==> src/rtl/rtc_timer_pkg.sv <==
// constants for the clock output selector and countdown timer
`default_nettype none
package rtc_timer_pkg;
  // register addresses on the byte register port
  localparam logic [7:0] ADDR_CLOCK_OUTPUT_CONTROL = 8'h0D;
  localparam logic [7:0] ADDR_COUNTDOWN_CONTROL    = 8'h0E;
  localparam logic [7:0] ADDR_COUNTDOWN_VALUE      = 8'h0F;

  // field positions
  localparam int CLOCK_OUTPUT_ENABLE_BIT = 7;
  localparam int COUNTDOWN_RUN_BIT       = 7;

  // reset values
  localparam logic       CLOCK_OUTPUT_ENABLE_RST      = 1'h1;
  localparam logic [1:0] CLOCK_OUTPUT_RATE_RST        = 2'h0;
  localparam logic       COUNTDOWN_RUN_RST            = 1'h0;
  localparam logic [1:0] COUNTDOWN_SOURCE_RST         = 2'h3;
  localparam logic [7:0] COUNTDOWN_VALUE_RST          = 8'h00;

  // output rate and source encodings
  localparam logic [1:0] SEL_0 = 2'h0;
  localparam logic [1:0] SEL_1 = 2'h1;
  localparam logic [1:0] SEL_2 = 2'h2;
  localparam logic [1:0] SEL_3 = 2'h3;

  // prescaler: bit k of the ripple count toggles at 32768 / 2^(k+1) Hz
  localparam int PRESCALE_BITS  = 15;
  localparam int DIV_1024HZ_BIT = 4;
  localparam int DIV_32HZ_BIT   = 9;
  localparam int DIV_1HZ_BIT    = 14;
  localparam int TICK_4096HZ    = 2;
  localparam int TICK_64HZ      = 8;
  localparam int TICK_1HZ       = 14;
  localparam logic [5:0] SECONDS_PER_MINUTE = 6'h3C;
endpackage : rtc_timer_pkg
`default_nettype wire
==> src/rtl/rtc_clock_out_timer.sv <==
// clock output selector and 8-bit countdown timer with byte register port
// Function
// (RQ1) enable bit drives pin, else high impedance
// (RQ2) rate field picks 32768, 1024, 32, 1 Hz
// (RQ3) countdown value is readable writable binary counter
// (RQ4) run bit starts and stops the countdown
// (RQ5) source field picks 4096, 64, 1, 1/60 Hz
// (RQ6) software selects slowest source when idle
// (RQ7) host bus clock twice source for readback
// (RQ8) any load 00h-FFh; period n over rate
// (RQ9) interrupt control lives in another register
// (RQ10) decrement per tick, event and reload at zero
`default_nettype none
module rtc_clock_out_timer
(
  input  wire logic       clk,
  input  wire logic       arst_n,
  input  wire logic       ce,
  input  wire logic       osc_32k,
  input  wire logic       reg_wr_en,
  input  wire logic       reg_rd_en,
  input  wire logic [7:0] reg_addr,
  input  wire logic [7:0] reg_wdata,
  output logic      [7:0] reg_rdata,
  output logic            square_wave_out_pin_o,
  output logic            square_wave_out_pin_oe,
  output logic            countdown_event
);
  // oscillator synchroniser and edge detector
  logic osc_meta_q;
  logic osc_sync_q;
  logic osc_prev_q;
  logic osc_rise;

  // configuration registers
  logic       clock_output_enable_q;
  logic       clock_output_enable_d;
  logic [1:0] clock_output_rate_select_q;
  logic [1:0] clock_output_rate_select_d;
  logic       countdown_run_q;
  logic       countdown_run_d;
  logic [1:0] countdown_source_select_q;
  logic [1:0] countdown_source_select_d;

  // countdown state
  logic [7:0] count_q;
  logic [7:0] count_d;
  logic [7:0] reload_q;
  logic [7:0] reload_d;
  logic       event_q;
  logic       event_d;
  logic       source_tick;

  // register read data and pin drivers
  logic [7:0] rdata_q;
  logic [7:0] rdata_d;
  logic       pin_q;
  logic       pin_d;
  logic       pin_oe_q;
  logic       pin_oe_d;

  logic [rtc_timer_pkg::PRESCALE_BITS-1:0] div_count;
  logic [rtc_timer_pkg::PRESCALE_BITS-1:0] rise_tick;
  logic                                    minute_tick;

  // the oscillator is asynchronous to clk: two flops before any use
  always_ff @(posedge clk or negedge arst_n)
  begin
    if (!arst_n)
    begin
      osc_meta_q <= 1'h0;
      osc_sync_q <= 1'h0;
      osc_prev_q <= 1'h0;
    end
    else if (ce)
    begin
      osc_meta_q <= osc_32k;
      osc_sync_q <= osc_meta_q;
      osc_prev_q <= osc_sync_q;
    end
  end

  assign osc_rise = osc_sync_q & ~osc_prev_q;

  rtc_prescaler u_prescaler
  (
    .clk         (clk),
    .arst_n      (arst_n),
    .ce          (ce),
    .osc_rise    (osc_rise),
    .div_count   (div_count),
    .rise_tick   (rise_tick),
    .minute_tick (minute_tick)
  );

  // register writes; bits 6 to 2 of both control registers are not stored
  always_comb
  begin
    clock_output_enable_d      = clock_output_enable_q;
    clock_output_rate_select_d = clock_output_rate_select_q;
    countdown_run_d            = countdown_run_q;
    countdown_source_select_d  = countdown_source_select_q;
    if (reg_wr_en && reg_addr == rtc_timer_pkg::ADDR_CLOCK_OUTPUT_CONTROL)
    begin
      clock_output_enable_d      = reg_wdata[rtc_timer_pkg::CLOCK_OUTPUT_ENABLE_BIT];
      clock_output_rate_select_d = reg_wdata[1:0];
    end
    if (reg_wr_en && reg_addr == rtc_timer_pkg::ADDR_COUNTDOWN_CONTROL)
    begin
      // (RQ4) run bit write
      countdown_run_d           = reg_wdata[rtc_timer_pkg::COUNTDOWN_RUN_BIT];
      countdown_source_select_d = reg_wdata[1:0];
    end
  end

  always_ff @(posedge clk or negedge arst_n)
  begin
    if (!arst_n)
    begin
      clock_output_enable_q      <= rtc_timer_pkg::CLOCK_OUTPUT_ENABLE_RST;
      clock_output_rate_select_q <= rtc_timer_pkg::CLOCK_OUTPUT_RATE_RST;
      countdown_run_q            <= rtc_timer_pkg::COUNTDOWN_RUN_RST;
      // (RQ6) idle at slowest source
      countdown_source_select_q  <= rtc_timer_pkg::COUNTDOWN_SOURCE_RST;
    end
    else if (ce)
    begin
      clock_output_enable_q      <= clock_output_enable_d;
      clock_output_rate_select_q <= clock_output_rate_select_d;
      countdown_run_q            <= countdown_run_d;
      countdown_source_select_q  <= countdown_source_select_d;
    end
  end

  // (RQ5) source clock select
  always_comb
  begin
    unique case (countdown_source_select_q)
      rtc_timer_pkg::SEL_0: source_tick = rise_tick[rtc_timer_pkg::TICK_4096HZ];
      rtc_timer_pkg::SEL_1: source_tick = rise_tick[rtc_timer_pkg::TICK_64HZ];
      rtc_timer_pkg::SEL_2: source_tick = rise_tick[rtc_timer_pkg::TICK_1HZ];
      rtc_timer_pkg::SEL_3: source_tick = minute_tick;
    endcase
  end

  // countdown: a write loads both the live count and the reload value;
  // a load of 00h leaves the counter parked at zero, so no events follow
  always_comb
  begin
    count_d  = count_q;
    reload_d = reload_q;
    event_d  = 1'h0;
    if (reg_wr_en && reg_addr == rtc_timer_pkg::ADDR_COUNTDOWN_VALUE)
    begin
      // (RQ8) accept any load value
      count_d  = reg_wdata;
      reload_d = reg_wdata;
    end
    // (RQ4) count only while running
    else if (countdown_run_q && source_tick && count_q != 8'h00)
    begin
      // (RQ10) event and reload at zero
      if (count_q == 8'h01)
      begin
        count_d = reload_q;
        event_d = 1'h1;
      end
      // (RQ3) binary decrement by one
      else
        count_d = count_q - 8'h01;
    end
  end

  always_ff @(posedge clk or negedge arst_n)
  begin
    if (!arst_n)
    begin
      count_q  <= rtc_timer_pkg::COUNTDOWN_VALUE_RST;
      reload_q <= rtc_timer_pkg::COUNTDOWN_VALUE_RST;
      event_q  <= 1'h0;
    end
    else if (ce)
    begin
      count_q  <= count_d;
      reload_q <= reload_d;
      event_q  <= event_d;
    end
  end

  // (RQ9) event only, flag lives elsewhere
  assign countdown_event = event_q;

  // read data: registered, unmapped addresses read zero
  always_comb
  begin
    rdata_d = rdata_q;
    if (reg_rd_en)
    begin
      unique case (reg_addr)
        rtc_timer_pkg::ADDR_CLOCK_OUTPUT_CONTROL:
          rdata_d = {clock_output_enable_q, 5'h00, clock_output_rate_select_q};
        rtc_timer_pkg::ADDR_COUNTDOWN_CONTROL:
          rdata_d = {countdown_run_q, 5'h00, countdown_source_select_q};
        // (RQ3) live count readback
        rtc_timer_pkg::ADDR_COUNTDOWN_VALUE:
          rdata_d = count_q;
        default:
          rdata_d = 8'h00;
      endcase
    end
  end

  // pin level and enable; registered so the pin never glitches on a mux change
  always_comb
  begin
    // (RQ2) output rate select
    unique case (clock_output_rate_select_q)
      rtc_timer_pkg::SEL_0: pin_d = osc_prev_q;
      rtc_timer_pkg::SEL_1: pin_d = div_count[rtc_timer_pkg::DIV_1024HZ_BIT];
      rtc_timer_pkg::SEL_2: pin_d = div_count[rtc_timer_pkg::DIV_32HZ_BIT];
      rtc_timer_pkg::SEL_3: pin_d = div_count[rtc_timer_pkg::DIV_1HZ_BIT];
    endcase
    // (RQ1) drive only when enabled
    pin_oe_d = clock_output_enable_q;
  end

  always_ff @(posedge clk or negedge arst_n)
  begin
    if (!arst_n)
    begin
      rdata_q  <= 8'h00;
      pin_q    <= 1'h0;
      pin_oe_q <= 1'h0;
    end
    else if (ce)
    begin
      rdata_q  <= rdata_d;
      pin_q    <= pin_d;
      pin_oe_q <= pin_oe_d;
    end
  end

  assign reg_rdata              = rdata_q;
  assign square_wave_out_pin_o  = pin_q;
  assign square_wave_out_pin_oe = pin_oe_q;
endmodule : rtc_clock_out_timer
`default_nettype wire

==> src/rtl/rtc_prescaler.sv <==
// divide chain from the 32.768 kHz oscillator edges down to one minute
`default_nettype none
module rtc_prescaler
(
  input  wire logic                                   clk,
  input  wire logic                                   arst_n,
  input  wire logic                                   ce,
  input  wire logic                                   osc_rise,
  output logic [rtc_timer_pkg::PRESCALE_BITS-1:0]     div_count,
  output logic [rtc_timer_pkg::PRESCALE_BITS-1:0]     rise_tick,
  output logic                                        minute_tick
);
  logic [rtc_timer_pkg::PRESCALE_BITS-1:0] count_q;
  logic [rtc_timer_pkg::PRESCALE_BITS-1:0] count_d;
  logic [5:0]                              sec_q;
  logic [5:0]                              sec_d;

  assign div_count = count_q;

  // one tick per rising edge of each divider bit
  genvar k;
  generate
    for (k = 0; k < rtc_timer_pkg::PRESCALE_BITS; k++)
    begin : g_tick
      assign rise_tick[k] = osc_rise & count_d[k] & ~count_q[k];
    end
  endgenerate

  assign minute_tick = rise_tick[rtc_timer_pkg::TICK_1HZ] && (sec_q == rtc_timer_pkg::SECONDS_PER_MINUTE - 6'h01);

  // free-running count, plus a modulo-60 second counter for the slowest rate
  always_comb
  begin
    count_d = osc_rise ? count_q + 15'h0001 : count_q;
    sec_d   = sec_q;
    if (minute_tick)
      sec_d = 6'h00;
    else if (rise_tick[rtc_timer_pkg::TICK_1HZ])
      sec_d = sec_q + 6'h01;
  end

  always_ff @(posedge clk or negedge arst_n)
  begin
    if (!arst_n)
    begin
      count_q <= 15'h0000;
      sec_q   <= 6'h00;
    end
    else if (ce)
    begin
      count_q <= count_d;
      sec_q   <= sec_d;
    end
  end
endmodule : rtc_prescaler
`default_nettype wire

==> config.mk <==
export PLATFORM = sky130hd
export DESIGN_NAME = rtc_clock_out_timer
export DESIGN_NICKNAME = d
export VERILOG_FILES = /design/src/rtl/rtc_timer_pkg.sv /design/src/rtl/rtc_clock_out_timer.sv /design/src/rtl/rtc_prescaler.sv
export SDC_FILE = /design/constraint.sdc
export NUM_CORES = 1
export LEC_CHECK = 0
export ABC_AREA = 1
export BUFFER_PORTS_ARGS = -buffer_cell sky130_fd_sc_hd__buf_2
export CAP_MARGIN = 40
export CORE_MARGIN = 4
export CORE_UTILIZATION = 50
export CTS_CLUSTER_SIZE = 30
export DETAILED_ROUTE_END_ITERATION = 10
export GPL_TIMING_DRIVEN = 0
export PLACE_DENSITY = 0.75
export SLEW_MARGIN = 20
export SYNTH_ARGS = -nofsm -noshare
export SYNTH_HDL_FRONTEND = slang
export SYNTH_SLANG_ARGS = --single-unit
==> constraint.sdc <==
create_clock -name clk -period 2.27 [get_ports clk]
set_clock_uncertainty 0.15 [all_clocks]
set_input_delay 0.454 -clock clk [delete_from_list [all_inputs] [get_ports clk]]
set_output_delay 0.454 -clock clk [all_outputs]
set_load 0.005 [all_outputs]
==> impl_metrics.csv, run 1 <==
group,metric,value,unit
synth,synthTopCellsByArea,"dfrtp_1 (43%), nand2_1 (15%), inv_1 (5.6%)",
route,via_per_inst,5.13,
route,first_pass_iters,4,
timing,finalHoldViolCount,0,
route,drt_wl_total,6690,µm
layout,design_area,3630,µm²
cts,cts.htree.levels,3,
synth,yosys_most_used_dff,"dfrtp_1",
die,start_util,0.525,
critical_path,rr_startpoint,"count_q[0]",
synth,synth_cells,399,
synth,synth_most_common_cell,"nand2_1",
placed_design,place.port_buffers,32,
critical_path,path_class,"register to register",
placed_design,placed_cell_area,3420,µm²
cts,cts_num_sinks,57,
cts,cts_resized,0,
grt,grt_first_pass_wirelength,11800,µm
cts,cts_tree,"done",
critical_path,crit_fanout,10,
power_and_ir_drop,vdd_drop_max,0.347,mV
cts,post_cts_buffers,0,
layout,syn_to_final_growth,14.7,%
grt,grt_overflow_total,0,
die,fp-row-count,28,
hold_path,min_path_type,"input pin to async pin",
synth,syn-num-nets,425,
synth,syn_area_per_cell,7.93,µm²
critical_path,cp.arrival,1.93,ns
layout,final_nets,468,
layout,ff_latch_area,1430,µm²
critical_path,regToRegSetupSlack,0.40,ns
synth,synth_warnings,0,
synth,async_flop_share,1.00,
cts,cts_hold_buf,0,
critical_path,cp_top_family,"simple AND/OR/NAND/NOR gates",
timing,rsz0062_at_grt,"false",
layout,layout-drive-gt1-share,0.201,
route,routedWlPerCell,12.8,µm
timing,worstMarginPinSlew,0.706,ns
grt,antenna_found_initial,0,
grt,grtUsageTotal,0.197,
synth,synth-seq-cells,57,
power_and_ir_drop,p_leak,0.00186,µW
grt,grt_start_max_net_pins,58,
route,drt_iter0_drc,222,
die,die_h,87.6,µm
layout,antenna_cells,0,
synth,syn-cell-area,3160,µm²
critical_path,endpoint,"count_q[3]",
critical_path,critPathRequiredTime,2.33,ns
critical_path,cp_slowest_cell,"dfrtp_1",
cts,path_clk_slew,0.07,ns
critical_path,slowest_delay,0.40,ns
synth,synth_enable_flop_cells,0,
layout,multi_input_area,1500,µm²
critical_path,path_cells,"inv_1 -> ha_1 -> nand2_1 -> o21bai_1 -> a21oi_2 -> nand2_4 -> nand2_4 -> nand2_1 -> nand2_1",
run,drv_cap,0,
synth,netlist_top_cells_count,"nand2_1 (125), dfrtp_1 (54), inv_1 (47), nand3_1 (29), o21ai_0 (21)",
layout,num-fill-cells,557,
route,vias,2680,
cts,ctsLongestPathBuffers,2,
synth,synth_top_area_frac,0.427,
die,dieArea,7670,µm²
timing,max_clock_freq,0.534,GHz
critical_path,path_depth,9,
timing,finalCritPeriodShare,0.825,
critical_path,rr_worst_depth,9,
grt,grt_pass1_vias,2574,
synth,synthDistinctLibCells,34,
die,die_w,87.6,µm
timing,slew_viol_final,0,
cts,cts_made_buffers,9,
timing,slew-limit-headroom,0.529,
run_status,status,"completed",
placed_design,place.gp.congestion,0.959,
critical_path,startpoint,"count_q[0]",
cts,ctsRootBufferMaster,"clkbuf_8",
layout,final_util,0.602,
placed_design,dpl.hpwl,4890,µm
cts,clk_latency,0.33,ns
power_and_ir_drop,p_per_area,685,nW/µm²
critical_path,r2r_end,"count_q[3]",
timing,period_minus_slack,1.87,ns
route,drt.antenna.violating_nets,0,
critical_path,cp_num_buf_inv,1,
synth,seq_area_frac_synth,0.452,
synth,yosys.area.top_type,"dfrtp_1",
route,drc,0,
timing,setup_tns,0,ns
critical_path,crit_path_start_kind,"register",
timing,setup_violations,0,
die,core_area,6030,µm²
die,io_pins,33,
critical_path,cp-end-kind,"register",
critical_path,crit_top_cell,"nand2_1",
## worst min-delay path by stage
stage,startpoint,cells past startpoint,end,slack (ns)
floorplan,arst_n,0,clock_output_rate_select_q[0],0.008
global placement,osc_meta_q,2,osc_meta_q,0.30
detailed placement,square_wave_out_pin_oe,2,square_wave_out_pin_oe,0.31
CTS,arst_n,1,u_prescaler.sec_q[4],0.04
global route,arst_n,1,u_prescaler.sec_q[4],0.08
finish,arst_n,1,u_prescaler.sec_q[4],0.02
## state kept, by name, summed over array words and instances, names as in the netlist
register                    flops
osc_meta_q                      1
clock_output_enable_q           1
count_q                         8
reg_rdata                       8
countdown_event                 1
countdown_run_q                 1
square_wave_out_pin_oe          1
countdown_source_select_q       2
osc_prev_q                      1
clock_output_rate_select_q      2
reload_q                        8
u_prescaler.div_count          15
u_prescaler.sec_q               6
square_wave_out_pin_o           1
osc_sync_q                      1
## routing by layer
metal,wire length (µm),vias to the layer above,GRT usage
met5,0,-,0
met3,375,10,0.0470
li1,-,1346,-
met1,3350,1254,0.285
met2,2860,70,0.279
met4,105,0,0.0934
## per-stage QoR
step                      std cells  hold WS (ns)  setup WS (ns)  power [µW]
final                           522        0.0191          0.398        2480
after CTS                       522        0.0418          0.422        2510
after floorplan                 399       0.00841          0.677        1410
after global placement          506         0.303          0.445        1510
after global routing            522        0.0760          0.303        2630
after detailed placement        506         0.310          0.445        1520
## placed cells by master, fill, tap and decap left out, types with 2 or more instances in the layout
master,n
nor2_4,6
xnor2_1,2
dfrtp_1,54
o211ai_1,3
clkbuf_1,4
nand2_2,7
nor3_1,2
o31ai_1,2
nand2_4,2
nand4_1,2
buf_4,3
a21oi_1,3
nor2_1,20
nand3_2,4
clkbuf_8,12
nand2_1,125
dfstp_2,3
inv_2,6
nor2_2,6
ha_1,4
o22ai_1,2
nand3b_1,4
nor3_2,4
nand3_1,29
o21ai_0,21
buf_2,32
o21ai_1,13
xor2_1,16
mux2i_1,2
inv_1,47
## power breakdown
part | leakage [µW] | internal [µW] | switching [µW]
logic | 0.00103 | 126 | 221
clock network | 0.000107 | 596 | 381
registers | 0.000720 | 1090 | 68.9
## worst register-to-register path, cell delays in order (launching register included)
cell and delay [ns]:
dfrtp_1 0.40, inv_1 0.19, ha_1 0.25, nand2_1 0.09, o21bai_1 0.18, a21oi_2 0.06
nand2_4 0.15, nand2_4 0.11, nand2_1 0.10, nand2_1 0.07
## final cells by class
cell class                      instances  share of cell area
Buffer                                  6              0.0107
Clock buffer                           14              0.0476
Multi-Input combinational cell        283               0.412
Clock inverter                          2             0.00966
Sequential cell                        57               0.394
Inverter                               53              0.0548
Timing Repair Buffer                   32              0.0448
Tap cell                               75              0.0259
## logic make-up after synthesis
group	count (synthesis)	share of synthesized area
AOI/OAI and AO/OA	46	0.0795
DFF	57	0.452
buffers and inverters	59	0.0751
and+or+nand+nor	213	0.321
xor gates and xnor gates	18	0.0498
muxes	2	0.00633
adders and majority gates	4	0.0158
Note: power is estimated with default switching activity, not from simulation.
==> run 2: changes to the inputs <==
- ABC_AREA: 1 -> 0
- PLACE_DENSITY: 0.75 -> 0.76
- clock period: 2.27 -> 1.75 ns (I/O delays scaled with it)
==> run 2 against run 1 <==
The flow now finishes with violations (setup timing). Hold slack improved by 0.068 ns. Global-route usage rose by 0.76 points. First-iteration DRC count fell by 13%. Sequential share of layout area fell by 1.3 points. Highest routed layer unchanged. Power rose by 45%. Fmax fell by 6.2%.
==> impl_metrics.csv, run 2 <==
group,metric,value,unit
critical_path,cp-end-kind,"register",
timing,slew-limit-headroom,0.516,
route,first_pass_iters,5,
route,vias,2386,
critical_path,path_class,"register to register",
synth,netlist_top_cells_count,"dfrtp_1 (54), nand2_1 (26), mux2_2 (21), nor2_1 (19), a22o_1 (11)",
layout,final_nets,354,
cts,clk_latency,0.34,ns
synth,syn-num-nets,293,
grt,grt_first_pass_wirelength,11600,µm
route,drt.antenna.violating_nets,0,
route,drt_iter0_drc,194,
grt,grt_start_max_net_pins,58,
timing,worstMarginPinSlew,0.726,ns
placed_design,place.gp.congestion,0.882,
placed_design,placed_cell_area,3260,µm²
synth,synth_cells,267,
die,io_pins,33,
run,drv_cap,0,
cts,cts_made_buffers,9,
timing,fin_ws,-0.246,ns
placed_design,place.port_buffers,32,
synth,async_flop_share,1.00,
synth,synthTopCellsByArea,"dfrtp_1 (45%), mux2_2 (7.9%), nand2_1 (3.3%)",
cts,path_clk_slew,0.07,ns
power_and_ir_drop,swShare,0.256,
critical_path,path_cells,"ha_2 -> nand4_1 -> o21a_1 -> o31ai_4 -> a21o_4 -> mux2_4",
grt,antenna_found_initial,0,
run_status,violations,"setup timing",
power_and_ir_drop,p_leak,0.00171,µW
die,start_util,0.529,
timing,rsz0062_at_grt,"true",
critical_path,crit_path_start_kind,"register",
layout,syn_to_final_growth,26.2,%
die,die_h,85.3,µm
power_and_ir_drop,internal_power,2680,µW
die,dieArea,7270,µm²
route,drc,0,
synth,syn_area_per_cell,11.2,µm²
critical_path,critPathRequiredTime,1.83,ns
synth,synth-seq-cells,57,
power_and_ir_drop,combPwrFrac,0.148,
synth,syn-cell-area,2980,µm²
critical_path,slowest_delay,0.35,ns
route,via_per_inst,5.89,
synth,seq_area_frac_synth,0.479,
synth,yosys_most_used_dff,"dfrtp_1",
cts,cts_tree,"done",
critical_path,cp_slowest_cell,"dfrtp_1",
hold_path,min_path_type,"input pin to register",
grt,grt_pass1_vias,2333,
die,core_area,5640,µm²
timing,finalCritPeriodShare,1.14,
timing,max_clock_freq,0.501,GHz
layout,layout-drive-gt1-share,0.402,
timing,finalHoldViolCount,0,
layout,final_cell_mix,"dfrtp_1 (50), buf_2 (33), nand2_1 (26)",
power_and_ir_drop,p_per_area,957,nW/µm²
power_and_ir_drop,power,3610,µW
grt,grtUsageTotal,0.205,
cts,cts.htree.levels,3,
synth,synthDistinctLibCells,58,
run_status,status,"finished, violations left",
route,drt_wl_total,6880,µm
power_and_ir_drop,clock_power_share,0.425,
synth,synth_warnings,0,
cts,ctsRootBufferMaster,"clkbuf_8",
layout,design_area,3770,µm²
synth,synth_most_common_cell,"dfrtp_1",
synth,synth_enable_flop_cells,0,
cts,ctsLongestPathBuffers,2,
synth,yosys.area.top_type,"dfrtp_1",
layout,antenna_cells,0,
placed_design,dpl.hpwl,4580,µm
timing,setup_violations,9,
critical_path,crit_fanout,7,
die,die_w,85.3,µm
power_and_ir_drop,vdd_drop_max,0.494,mV
power_and_ir_drop,power.net_switching,924,µW
timing,setup_tns,-1.93,ns
power_and_ir_drop,seqPwrFrac,0.427,
critical_path,cp.arrival,2.07,ns
die,fp-row-count,27,
timing,period_minus_slack,2.00,ns
layout,mostFrequentLayoutCell,"dfrtp_1",
timing,slew_viol_final,0,
cts,cts_num_sinks,57,
grt,grt_overflow_total,0,
route,routedWlPerCell,17.0,µm
layout,largest_reg_flops,15,
synth,synth_top_area_frac,0.453,
-- run 2: cell types whose count changed in the layout (fill, tap and decap cells not counted), sizes merged, moves of 8 or more --
cell | before | now
nand2 | 134 | 26
nor2 | 32 | 20
mux2 | 0 | 25
o21ai | 34 | 10
nand3 | 33 | 10
a22o | 0 | 11
buf | 36 | 54
inv | 53 | 7
xnor2 | 2 | 10
xor2 | 16 | 5
nand4 | 2 | 11
-- run 2: routing by layer --
metal / part of all wire / up-vias / track usage
met3: 0.066 / 16 / 0.0563
li1: - / 1119 / -
met1: 0.48 / 1174 / 0.290
met5: 0 / - / 0
met2: 0.44 / 77 / 0.293
met4: 0.019 / 0 / 0.0892
-- run 2: kinds of logic after synthesis --
| group | Yosys count | share of synthesized area |
|---|---|---|
| buf+inv | 13 | 0.0197 |
| flops | 57 | 0.479 |
| compound gates | 55 | 0.149 |
| mux | 28 | 0.114 |
| simple gates | 95 | 0.177 |
| fa+ha+maj | 4 | 0.0168 |
| xor+xnor | 15 | 0.0440 |
-- run 2: power groups by stage --
| stage | Sequential [µW] | Combinational, µW | Clock (µW) |
|---|---|---|---|
| 6_report | 1540 | 534 | 1530 |
| 5_1_grt | 1550 | 582 | 1620 |
| 4_1_cts | 1530 | 486 | 1540 |
| 3_5_place_dp | 1550 | 420 | 0 |
| 3_3_place_gp | 1540 | 404 | 0 |
| 2_1_floorplan | 1520 | 293 | 0 |
-- run 2: worst max-delay path: cells and delay by family (launching register included) --
kind,cells,cell delay (ns)
DFF,1,0.35
and+or+nand+nor,1,0.12
muxes,1,0.31
adders and majority gates,1,0.21
AOI/OAI and AO/OA,3,0.74
-- run 2: area by class of cell --
class	instances	area [µm²]
plain buffers	5	32.5
clock buffers	11	141
clock inverters	5	103
fillers	416	1870
inverters	7	26.3
multi-input cells	197	1630
flip-flops and latches	57	1440
well taps	72	90.1
repair buffers	51	312
-- run 2: per-stage QoR --
| stage | hold WS (ns) | utilization | cells | worst slack, ns |
|---|---|---|---|---|
| floorplan | -0.0956 | - | 267 | -0.202 |
| global placement | 0.313 | 0.577 | 371 | -0.496 |
| detailed placement | 0.302 | 0.578 | 371 | -0.481 |
| CTS | 0.0844 | 0.653 | 400 | -0.274 |
| global route | 0.0926 | 0.668 | 405 | -0.354 |
| finish | 0.0866 | 0.668 | 405 | -0.246 |
-- run 2: final timing paths --
| kind | from | to | slack (ns) | depth (start not counted) |
|---|---|---|---|---|
| hold reg to reg | u_prescaler.div_count[11] | u_prescaler.div_count[11] | 0.32 | 1 |
| min in group asynchronous | arst_n | reload_q[5] | 0.45 | 2 |
| setup / recovery | u_prescaler.sec_q[0] | count_q[7] | -0.25 | 6 |
| setup reg to reg | u_prescaler.sec_q[0] | count_q[7] | -0.25 | 6 |
| hold / removal | reg_wdata[2] | reload_q[2] | 0.09 | 2 |
| max in group asynchronous | arst_n | u_prescaler.div_count[4] | 0.46 | 2 |
-- run 2: repair_timing --
action                                 in CTS  in global routing
pin swaps                                   7                  7
endpoints found under the hold margin      54                  0
gates resized for setup                    17                 14
hold buffers                                1                  0
setup endpoints to repair                  23                 27
buffers inserted                           13                  5
==> run 3: changes to the inputs <==
- clock period: 1.75 -> 2.5 ns (I/O delays scaled with it)
==> run 3 against run 2 <==
The run now ends clean. Sequential power is 31% lower. Sequential cell count stayed put. First-iteration DRC count is 48% lower. Routed wire length is 11% lower. Combinational power is 46% lower. Hold slack worse by 0.032 ns. Clock power is 43% lower. Core utilization is 5.9 points lower. Non-clock buffer count is 18 lower.
==> impl_metrics.csv, run 3 (same netlist as run 2, synthesis figures left out) <==
group,metric,value,unit
critical_path,r2r_end,"count_q[7]",
critical_path,regToRegSetupSlack,0.21,ns
die,core_area,5640,µm²
critical_path,rr_worst_depth,6,
run,drv_cap,0,
cts,cts_made_buffers,9,
hold_path,min_path_type,"input pin to async pin",
timing,fin_ws,0.213,ns
critical_path,critPathRequiredTime,2.57,ns
placed_design,place.port_buffers,32,
layout,layout-drive-gt1-share,0.283,
cts,path_clk_slew,0.07,ns
timing,setup_tns,0,ns
timing,period_minus_slack,2.29,ns
timing,slew-limit-headroom,0.529,
cts,cts_resized,0,
critical_path,crit_path_start_kind,"register",
placed_design,place.gp.congestion,0.934,
route,routedWlPerCell,15.9,µm
critical_path,cp.arrival,2.36,ns
die,die_w,85.3,µm
route,drt.antenna.violating_nets,0,
layout,syn_to_final_growth,15.0,%
run_status,status,"completed",
grt,grt_first_pass_wirelength,10700,µm
placed_design,place_ws,0.114,ns
power_and_ir_drop,p_leak,0.00158,µW
route,drc,0,
grt,grt_pass1_vias,2212,
critical_path,rr_startpoint,"u_prescaler.div_count[0]",
critical_path,crit_fanout,7,
cts,ctsLongestPathBuffers,2,
route,wl_met2,2590,µm
die,fp-row-count,27,
grt,grt_start_max_net_pins,58,
timing,max_clock_freq,0.437,GHz
die,start_util,0.529,
layout,final_cell_mix,"dfrtp_1 (54), buf_2 (33), nand2_1 (26)",
route,via_per_inst,5.73,
route,drt_iter0_drc,101,
cts,clk_latency,0.34,ns
route,drt_wl_total,6140,µm
die,dieArea,7270,µm²
cts,cts_num_sinks,57,
cts,cts_hold_buf,0,
die,die_h,85.3,µm
timing,finalCritPeriodShare,0.915,
critical_path,path_class,"register to register",
die,io_pins,33,
route,vias,2211,
critical_path,startpoint,"u_prescaler.div_count[0]",
route,wl_met1,3030,µm
cts,cts.htree.levels,3,
cts,cts_tree,"done",
cts,ctsRootBufferMaster,"clkbuf_8",
timing,rsz0062_at_grt,"false",
route,top_layer,"met4",
timing,worstMarginPinSlew,0.706,ns
timing,slew_viol_final,0,
power_and_ir_drop,p_per_area,648,nW/µm²
critical_path,cp-end-kind,"register",
layout,mostFrequentLayoutCell,"dfrtp_1",
timing,finalHoldViolCount,0,
layout,antenna_cells,0,
timing,setup_violations,0,
grt,antenna_found_initial,0,
route,met3WireLength,404,µm
grt,grtUsageTotal,0.188,
route,first_pass_iters,4,
cts,post_cts_buffers,0,
power_and_ir_drop,vdd_drop_max,0.339,mV
layout,final_nets,336,
placed_design,dpl.hpwl,4420,µm
layout,largest_reg_flops,15,
grt,grt_overflow_total,0,
[run 3: worst max path at each step]
stage / to / slack (ns) / depth (start not counted)
6_report: count_q[7] / 0.21 / 6
5_1_grt: count_q[7] / 0.09 / 6
4_1_cts: count_q[0] / 0.20 / 6
3_5_place_dp: clock_output_rate_select_q[1] / 0.11 / 5
3_3_place_gp: clock_output_rate_select_q[0] / 0.15 / 5
2_1_floorplan: clock_output_rate_select_q[0] / 0.50 / 4
[run 3: report_power, final]
part	internal, µW	switching [µW]
Clock	506	361
Sequential	989	79.5
Combinational	142	147
[run 3: critical path, stage by stage (launching register included)]
cell and delay (ns):
dfrtp_1 0.38, ha_1 0.25, nand4b_1 0.21, nor4_1 0.28
o31a_1 0.34, a21o_4 0.26, mux2_4 0.31
[run 3: per-stage QoR]
step                      area (µm²)  cells  hold slack, ns  power, µW   util
after floorplan                 2980    267          0.0544       1270      -
after global placement          3230    371           0.313       1360  0.573
after detailed placement        3240    371           0.330       1370  0.574
after CTS                       3430    386          0.0930       2240  0.608
after global routing            3430    386           0.135       2330  0.608
final                           3430    386          0.0551       2220  0.608
[run 3: final cells by class]
class / count / area [µm²]
plain buffers: 6 / 32.5
flip-flops and latches: 57 / 1430
repair buffers: 32 / 163
fillers: 478 / 2210
inverters: 7 / 26.3
clock inverters: 3 / 40.0
multi-input cells: 197 / 1500
clock buffers: 12 / 155
well taps: 72 / 90.1
[run 3: routing by layer]
layer / GRT usage / vias up
met3: 0.0379 / 10
met5: 0 / -
met4: 0.0863 / 0
met1: 0.273 / 1053
met2: 0.269 / 67
li1: - / 1081
